$ cat config.mk
export PLATFORM = sky130hd
export DESIGN_NAME = rcu_compare_unit
export DESIGN_NICKNAME = d
export VERILOG_FILES = /design/src/hw/rcu_cmp3.v /design/src/hw/rcu_compare_unit.v
export VERILOG_INCLUDE_DIRS = /design/src /design/src/shared
export SDC_FILE = /design/constraint.sdc
export NUM_CORES = 1
export LEC_CHECK = 0
export BUFFER_PORTS_ARGS = -buffer_cell sky130_fd_sc_hd__buf_4
export CORE_MARGIN = 5
export CORE_UTILIZATION = 50
export CTS_CLUSTER_SIZE = 16
export DETAILED_ROUTE_END_ITERATION = 8
export PLACE_DENSITY = 0.94
export SETUP_SLACK_MARGIN = 0.1
export SLEW_MARGIN = 20
export SYNTH_ARGS = -nofsm -noshare
export SYNTH_HDL_FRONTEND = slang
export SYNTH_SLANG_ARGS = --single-unit
$ cat constraint.sdc
create_clock -name i_core_clk -period 1.1 [get_ports i_core_clk]
set_input_delay 0.22 -clock i_core_clk [delete_from_list [all_inputs] [get_ports i_core_clk]]
set_output_delay 0.22 -clock i_core_clk [all_outputs]
set_load 0.01 [all_outputs]
$ cat src/shared/rcu_map.vh
// Purpose: Constants for the range and signed compare unit
// Assumes: Included by bare name from design files
// Notes: Opcode codes are local encodings of the instruction select
`ifndef RCU_MAP_VH
`define RCU_MAP_VH
`define RCU_OP_SINGLE 2'h0
`define RCU_OP_DOUBLE 2'h1
`define RCU_OP_SIGNED 2'h2
`define RCU_OP_NONE 2'h3
`define RCU_WORD_W 16
`define RCU_FLAG_GREATER 3'h4
`define RCU_FLAG_EQUAL 3'h2
`define RCU_FLAG_LESS 3'h1
`define RCU_FLAG_NONE 3'h0
`endif

$ cat src/hw/rcu_cmp3.v
// Purpose: Three-way magnitude compare of two words
// Assumes: Combinational, signedness chosen by a port
// Notes: Used for all limit and signed checks
`timescale 1ns/10ps
`include "rcu_map.vh"
module rcu_cmp3 #(
  parameter W = 32
) (
  input wire [W-1:0] i_a,
  input wire [W-1:0] i_b,
  input wire i_signed,
  output wire o_lt,
  output wire o_eq,
  output wire o_gt
);
  wire [W-1:0] a_adj;
  wire [W-1:0] b_adj;
  // Flipping the sign bit turns a signed order into an unsigned one
  assign a_adj = {i_a[W-1] ^ i_signed, i_a[W-2:0]};
  assign b_adj = {i_b[W-1] ^ i_signed, i_b[W-2:0]};
  assign o_lt = a_adj < b_adj;
  assign o_eq = a_adj == b_adj;
  assign o_gt = a_adj > b_adj;
endmodule

$ cat src/hw/rcu_compare_unit.v
// Purpose: Range and signed compare execution unit
// Assumes: Operands already fetched; immediates arrive on the same ports
// Notes: Flags persist until the next executed compare
//   Range compares rank words as unsigned magnitudes
//   The error flag is rebuilt on every executed compare

`timescale 1ns/10ps
`include "rcu_map.vh"
module rcu_compare_unit #(
  parameter WORD_W = `RCU_WORD_W
) (
  input wire i_core_clk,
  input wire i_reset_n,
  input wire i_exec,
  input wire [1:0] i_opcode,
  input wire [WORD_W-1:0] i_compare_data_lo,
  input wire [WORD_W-1:0] i_compare_data_hi,
  input wire [WORD_W-1:0] i_lower_limit_lo,
  input wire [WORD_W-1:0] i_lower_limit_hi,
  input wire [WORD_W-1:0] i_upper_limit_lo,
  input wire [WORD_W-1:0] i_upper_limit_hi,
  input wire [WORD_W-1:0] i_first_operand,
  input wire [WORD_W-1:0] i_second_operand,
  input wire i_indirect_bad,
  output reg o_greater_flag,
  output reg o_equal_flag,
  output reg o_less_flag,
  output reg o_error_flag,
  output reg o_done
);
  // Double values are two words wide; single values are zero-extended
  localparam DW = 2 * WORD_W;
  wire is_double;
  reg [DW-1:0] cd_val;
  reg [DW-1:0] ll_val;
  reg [DW-1:0] ul_val;
  wire cd_lt_ll;
  wire cd_gt_ul;
  wire ll_gt_ul;
  wire s_lt;
  wire s_eq;
  wire s_gt;
  reg [2:0] res_next;
  reg err_next;
  reg hit;
  reg [2:0] range_res;
  reg range_err;
  reg [2:0] signed_res;
  reg signed_err;

  assign is_double = (i_opcode == `RCU_OP_DOUBLE);
  // Single form zero-extends the low word; the double form joins each
  // pair with the higher-addressed word as the upper half
  always @* begin
    if (is_double) begin
      cd_val = {i_compare_data_hi, i_compare_data_lo};
      ll_val = {i_lower_limit_hi, i_lower_limit_lo};
      ul_val = {i_upper_limit_hi, i_upper_limit_lo};
    end else begin
      // Unsigned magnitude: no sign extension of the low word
      cd_val = {{WORD_W{1'b0}}, i_compare_data_lo};
      ll_val = {{WORD_W{1'b0}}, i_lower_limit_lo};
      ul_val = {{WORD_W{1'b0}}, i_upper_limit_lo};
    end
  end

  // Compare data against the lower limit
  rcu_cmp3 #(.W(DW)) u_cd_ll (
    .i_a(cd_val),
    .i_b(ll_val),
    .i_signed(1'b0),
    .o_lt(cd_lt_ll),
    .o_eq(),
    .o_gt()
  );

  // Compare data against the upper limit
  rcu_cmp3 #(.W(DW)) u_cd_ul (
    .i_a(cd_val),
    .i_b(ul_val),
    .i_signed(1'b0),
    .o_lt(),
    .o_eq(),
    .o_gt(cd_gt_ul)
  );

  // Inverted range check feeds the error flag only
  rcu_cmp3 #(.W(DW)) u_ll_ul (
    .i_a(ll_val),
    .i_b(ul_val),
    .i_signed(1'b0),
    .o_lt(),
    .o_eq(),
    .o_gt(ll_gt_ul)
  );

  // Two's complement order of the two signed operands
  rcu_cmp3 #(.W(WORD_W)) u_signed (
    .i_a(i_first_operand),
    .i_b(i_second_operand),
    .i_signed(1'b1),
    .o_lt(s_lt),
    .o_eq(s_eq),
    .o_gt(s_gt)
  );

  // Range outcome; below lower is tested first, so an inverted range
  // still gives exactly one result flag alongside the error
  always @* begin
    range_res = `RCU_FLAG_EQUAL;
    if (cd_lt_ll) begin
      range_res = `RCU_FLAG_LESS;
    end else if (cd_gt_ul) begin
      range_res = `RCU_FLAG_GREATER;
    end
  end

  // Error is rebuilt on every executed range compare, never sticky
  always @* begin
    range_err = ll_gt_ul | i_indirect_bad;
  end

  // Signed outcome from the sign-flipped comparator
  always @* begin
    signed_res = `RCU_FLAG_NONE;
    if (s_lt) begin
      signed_res = `RCU_FLAG_LESS;
    end else if (s_gt) begin
      signed_res = `RCU_FLAG_GREATER;
    end else if (s_eq) begin
      signed_res = `RCU_FLAG_EQUAL;
    end
  end

  // A missing indirect word is the only signed error
  always @* begin
    signed_err = i_indirect_bad;
  end

  // Instruction select; opcode none or a low execution condition
  // leaves hit low, which freezes every flag register
  always @* begin
    res_next = `RCU_FLAG_NONE;
    err_next = 1'b0;
    hit = 1'b0;
    case (i_opcode)
      `RCU_OP_SINGLE: begin
        hit = i_exec;
        res_next = range_res;
        err_next = range_err;
      end
      `RCU_OP_DOUBLE: begin
        hit = i_exec;
        res_next = range_res;
        err_next = range_err;
      end
      `RCU_OP_SIGNED: begin
        hit = i_exec;
        res_next = signed_res;
        err_next = signed_err;
      end
      default: begin
        hit = 1'b0;
      end
    endcase
  end

  // One-cycle completion pulse per executed compare
  always @(posedge i_core_clk or negedge i_reset_n) begin
    if (!i_reset_n) begin
      o_done <= 1'b0;
    end else begin
      o_done <= hit;
    end
  end

  // Result flags hold when idle; the program must read them in time
  always @(posedge i_core_clk or negedge i_reset_n) begin
    if (!i_reset_n) begin
      o_greater_flag <= 1'b0;
      o_equal_flag <= 1'b0;
      o_less_flag <= 1'b0;
    end else if (hit) begin
      o_greater_flag <= res_next[2];
      o_equal_flag <= res_next[1];
      o_less_flag <= res_next[0];
    end
  end

  // Error flag follows the same execute gate as the result flags
  always @(posedge i_core_clk or negedge i_reset_n) begin
    if (!i_reset_n) begin
      o_error_flag <= 1'b0;
    end else if (hit) begin
      o_error_flag <= err_next;
    end
  end
endmodule

Word-level counts from Yosys, hierarchy flattened:

Cells that the tools add are included.

* bits in registers: 5
* input bits: 134
* output and inout bits: 5
* logic and storage cells: 30

* order comparisons: 5
* equality and inequality tests: 3
* muxes and demuxes: 11
* bitwise logic cells: 3
* reductions and logical operators: 3

Operators with widths (number)
* $mux 32: 3
* $gt 32x32->1: 2
* $lt 32x32->1: 1
* $eq 16x16->1: 1
* $gt 16x16->1: 1
* $lt 16x16->1: 1
* $mux 3: 4
* $pmux 3 s2: 1
* $reduce_or 3->1: 1
* $eq 2x1->1 const B: 1
* $eq 2x2->1 const B: 1
* $logic_not 2->1: 1
* $mux 2: 1
* $not 1->1: 2
* $pmux 1 s2: 1
* $reduce_or 2->1: 1
* $mux 1: 1
* $or 1x1->1: 1

Logic depth before layout (Yosys ltp):

* depth in word-level cells: 6
* mapped depth: 12
* depth with buffers taken out: 10

Cells and area by module:

From an unflattened synthesis, not the netlist that was laid out.

* cells, all modules: 485
* area total of the unflattened synthesis: 3572.2 µm²

Modules (own cells, without submodules)
* rcu_cmp3 at u_cd_ll ...: times used 3, cells an instance 115, area an instance 849.6 µm², seq. area each 0.0 µm²
* rcu_compare_unit: times used 1, cells an instance 81, area an instance 596.8 µm², seq. area each 125.1 µm²
* rcu_cmp3 at u_signed: times used 1, cells an instance 59, area an instance 426.7 µm², seq. area each 0.0 µm²

Worst setup path before layout:

Ideal clock, no wire load.

* kind: input to register
* from: input port i_opcode[0]
* to: register o_less_flag
* library setup time: 121 ps
* arrival: 2451 ps
* data required time: 979 ps
* slack: -1472 ps
* stages on the path: 11
* path buffers: 2
* cell sequence: nor2b_2 -> clkbuf_1 -> clkbuf_1 -> nand2_1 -> ha_1 -> nand4_1 -> nor2_1 -> and3_1 -> o2111ai_2 -> a311o_2 -> o221a_4

* word-level cells in the longest chain between the ends: 5
* elaborated cells between the ends (all ways): 11
* classes of those cells: order compare: 1; eq/ne: 2; mux: 5; reduce/logical: 3

RTL lines
* from (decl): line rcu_compare_unit.v:15 `input wire [1:0] i_opcode,`
* $eq 2x1->1: line rcu_compare_unit.v:146 `case (i_opcode)`
* $mux 32: line rcu_compare_unit.v:55 `if (is_double) begin`
* $lt 32x32->1: line rcu_cmp3.v:21 `assign o_lt = a_adj < b_adj;`
* $mux 3: line rcu_compare_unit.v:111 `if (cd_lt_ll) begin`
* $pmux 3 s2: line rcu_compare_unit.v:146
* to (signal assigned): line rcu_compare_unit.v:186 `o_less_flag <= res_next[0];`
* to (decl): line rcu_compare_unit.v:27 `output reg o_less_flag,`

Parallel ways exist; a longest one is shown, timed or not.
A chain may end at the register's enable or synchronous reset.

Worst setup path in the final report:

* from: input port i_opcode[1]
* to: register o_greater_flag

* word-level cells in the longest chain between the ends: 6
* elaborated cells between the ends (all ways): 14
* classes of those cells: order compare: 2; eq/ne: 2; mux: 7; reduce/logical: 3

RTL lines
* $eq 2x1->1: line rcu_compare_unit.v:146
* $mux 32: line rcu_compare_unit.v:55
* $gt 32x32->1: line rcu_cmp3.v:23 `assign o_gt = a_adj > b_adj;`
* $mux 3: line rcu_compare_unit.v:113 `end else if (cd_gt_ul) begin`
* $mux 3: line rcu_compare_unit.v:111
* $pmux 3 s2: line rcu_compare_unit.v:146
* to (signal assigned): line rcu_compare_unit.v:184 `o_greater_flag <= res_next[2];`
* to (decl): line rcu_compare_unit.v:25 `output reg o_greater_flag,`

Parallel ways exist; a longest one is shown, timed or not.

==> metrics.md <==
| Metric | Value |
|---|---|
| Outcome | finished with violations |
| Violated checks | negative setup slack |
| Clock buffer count from CTS | 3 |
| Yosys reg bits | 5 |
| Worst-case clock buffer depth | 2 |
| Weighted congestion reported at the end of routability-driven placement | 0.920 |
| Period utilization | 2.11 |
| Finish-stage setup viols | 4 |
| Floorplan die area | between 8000 and 9000 um2 |
| Floorplan die width | 89.6 um |
| Reg2Reg Launch Point | o_less_flag |
| Delay of the slowest cell on the worst path | about 0.46 ns |
| Max-cap check violation count | 0 |
| Power after layout | roughly 2.8 mW |
| Proportion of register bits with asynchronous set or reset after synthesis | 1.00 |
| Post-route DRC violation count | 0 |
| Main flop type after synthesis | dfrtp_1 |
| Antenna violations before repair | 0 |
| Post-layout worst setup margin | -1.22 ns |
| Cells along the critical path | buf_4 -> nor2b_4 -> buf_6 -> buf_16 -> nand2_1 -> ha_1 -> nand2_1 -> nor2_1 -> and3_4 -> o211ai_1 -> a311o_2 -> o221ai_2 |
| Initial core utilization | 0.505 |
| Type of origin of the critical path | input pin |
| Sum Neg Setup Slack | -4.80 ns |
| Top delay family on crit path | simple AND/OR/NAND/NOR gates |
| Kind of end point of the critical path | flop |
| Worst hold path type | in -> reg |
| H-tree levels | 1 |
| Total Nets Final | 896 |
| Syn_nets | approximately 680 |
| Diodes inserted | 0 |
| Arrival time worst endpoint | between 2 and 2.5 ns |
| Detailed placer's ending HPWL | 10.0 mm |
| First-pass iteration count of the detailed router | 5 |
| Origin of the worst min-delay path | i_indirect_bad |
| Pre-CTS setup slack | -1.43 ns |
| Power density of the placed cells | ~510 nW/um2 |
| TritonCTS clock tree | done |
| Post-placement cell area | 4970 um2 |
| Clock input transition at the sequential cells of the worst setup and hold paths | 0.04 ns |
| Placeable core region | 6280 um2 |
| Library cell contributing the largest single delay on the critical path | a311o_2 |
| Final critical delay including setup and external delays | 2.32 ns |
| Leading area contributor after synthesis | ha_1 |
| Detailed-route wire length per cell | 20.0 um |
| Slew @ Worst Pin | 0.376 ns |
| Post-Layout Inst Area | around 5400 um2 |
| Final-report hold violation count | 0 |
| Mean instance size in the synthesized netlist | 7.27 um2 |
| Clock skew | 0 ns |
| Synth unique cells | 48 |
| Latest clock arrival within the worst-skew pair | 0.22 ns |
| Global-route usage over all layers | 0.309 |
| First-pass GRT wire length | around 20 mm |
| Vias after detailed routing | 4,453 |
| Peak clock frequency supported by timing | 432 MHz |
| Final slew viol count | 0 |
| Final Hold Slack | 0.340 ns |
| Vias in the first global route | 4,611 |
| Number of warnings printed during yosys synthesis | 0 |
| Detailed-route vias per instance | 6.09 |
| Rows | 29 |
| Sequential area share after synthesis | 0.0394 |
| Peak supply drop | ~290 uV |
| Post-synth top area share | 0.422 |
| Die H | ~90 um |
| WP data required | 1.24 ns |
| Crit. Startpoint | i_opcode[1] |
| Total standard cell area after synthesis | 3170 um2 |
| Biggest fanout along the worst timing path | 7 |
| Ports placed on the boundary | 139 |
| Global route overflow | 0 |
| IO Port Bufs | 138 |
| Drt total wl | 14.7 mm |
| CTS root buf | clkbuf_8 |
| Number of clock sinks seen by CTS | 5 |
| Number of flops mapped to enable cells by yosys | 0 |
| Top post-synthesis cells by area | ha_1, inv_1, nand2_1 |
| Leakage power total | 2.99 nW |
| Area grow syn2layout | 71.4% |
| Cells after Synth | 436 |
| Cell occurring most often along the worst timing path | nand2_1 |
| Pin count of the biggest net entering global routing | 15 |
| Critical path buffer and inverter count | 3 |
| Share of layout cells above drive strength 1 | 0.440 |
| Number of nets still failing antenna checks after routing | 0 |
| Critical path type | in -> reg |
| Worst slew margin relative to its limit | 0.747 |
| RSZ-0062 raised after global routing | true |
| Number of design-rule violations left by the first detailed-router iteration | between 200 and 300 |
## worst paths after layout
check	to	slack, ns	cells past startpoint
worst max-delay path	o_greater_flag	-1.22	12
worst min-delay path	o_error_flag	0.34	3
worst max register to register	o_less_flag	0.19	3
worst min register to register	o_equal_flag	0.51	2
max in group asynchronous	o_greater_flag	0.62	2
min in group asynchronous	o_equal_flag	0.36	2
## cell usage after synthesis, types with 4 or more instances
cell        n
a21o_1      7
a21oi_1    39
and2_1     15
and3_1      4
clkbuf_1    5
dfrtp_1     5
ha_1      107
inv_1      70
nand2_1    62
nand3_1    10
nand4_1    17
nor2_1     15
nor2b_1     4
nor3_1      4
o21a_1      4
o21ai_0    22
## layer usage
| layer | global-route usage | share of wire | vias up |
|---|---|---|---|
| met5 | 0 | 0 | - |
| met4 | 0.185 | 0.080 | 0 |
| met3 | 0.0365 | 0.097 | 139 |
| met2 | 0.620 | 0.51 | 333 |
| met1 | 0.292 | 0.32 | 1985 |
| li1 | - | - | 1996 |
## power by group
group	switching [mW]	internal, mW
Sequential	0.0200	0.214
Clock	0.0969	0.249
Combinational	1.05	1.14
## cell families (layout without fill, tap and decap cells)
kind of cell	Yosys count	after routing	share of synthesized area
fa+ha+maj	107	107	0.422
simple gates	146	146	0.231
flops	5	5	0.0394
compound gates	99	99	0.208
buf+inv	75	293	0.0888
xor+xnor	4	4	0.0110
## sequential cells by signal, summed over array words and instances (netlist names)
signal / count
o_error_flag: 1
o_greater_flag: 1
o_equal_flag: 1
o_done: 1
o_less_flag: 1
## area by class of cell
class	count	area, um2
Inverter	70	263
Clock buffer	4	45.0
Tap cell	77	96.3
Multi-Input combinational cell	356	3180
Sequential cell	5	125
Timing Repair Buffer	219	1730
Fill cell	318	842
## cells in the final DEF (no fill, tap or decap), types with 7 or more instances in the layout
cell and instances:
nand2_2 11, nand3_1 10, o21ai_0 19, buf_4 208, a21o_1 7, nor2_1 13
a21oi_1 36, ha_1 90, inv_1 70, nand2_1 45, and2_4 7, nand4_1 17
ha_4 17, and2_1 8
## timing repair
action                     in CTS  in global routing
setup endpoints to repair       4                  5
pin swaps                      18                 19
hold buffers                    1                  0
hold endpoints to repair        5                  0
cloned                          2                  0
gates resized for setup        29                 26
buffers inserted                4                  3
## stage by stage
step,utilization,cells
floorplan,-,436
global placement,0.792,717
detailed placement,0.792,717
CTS,0.836,728
global route,0.866,731
finish,0.866,731
## worst min-delay path, stage by stage
cell     delay (ns)
buf_4          0.12
nor4_2         0.05
o21ai_1        0.13
(Power assumes the default switching activity.)
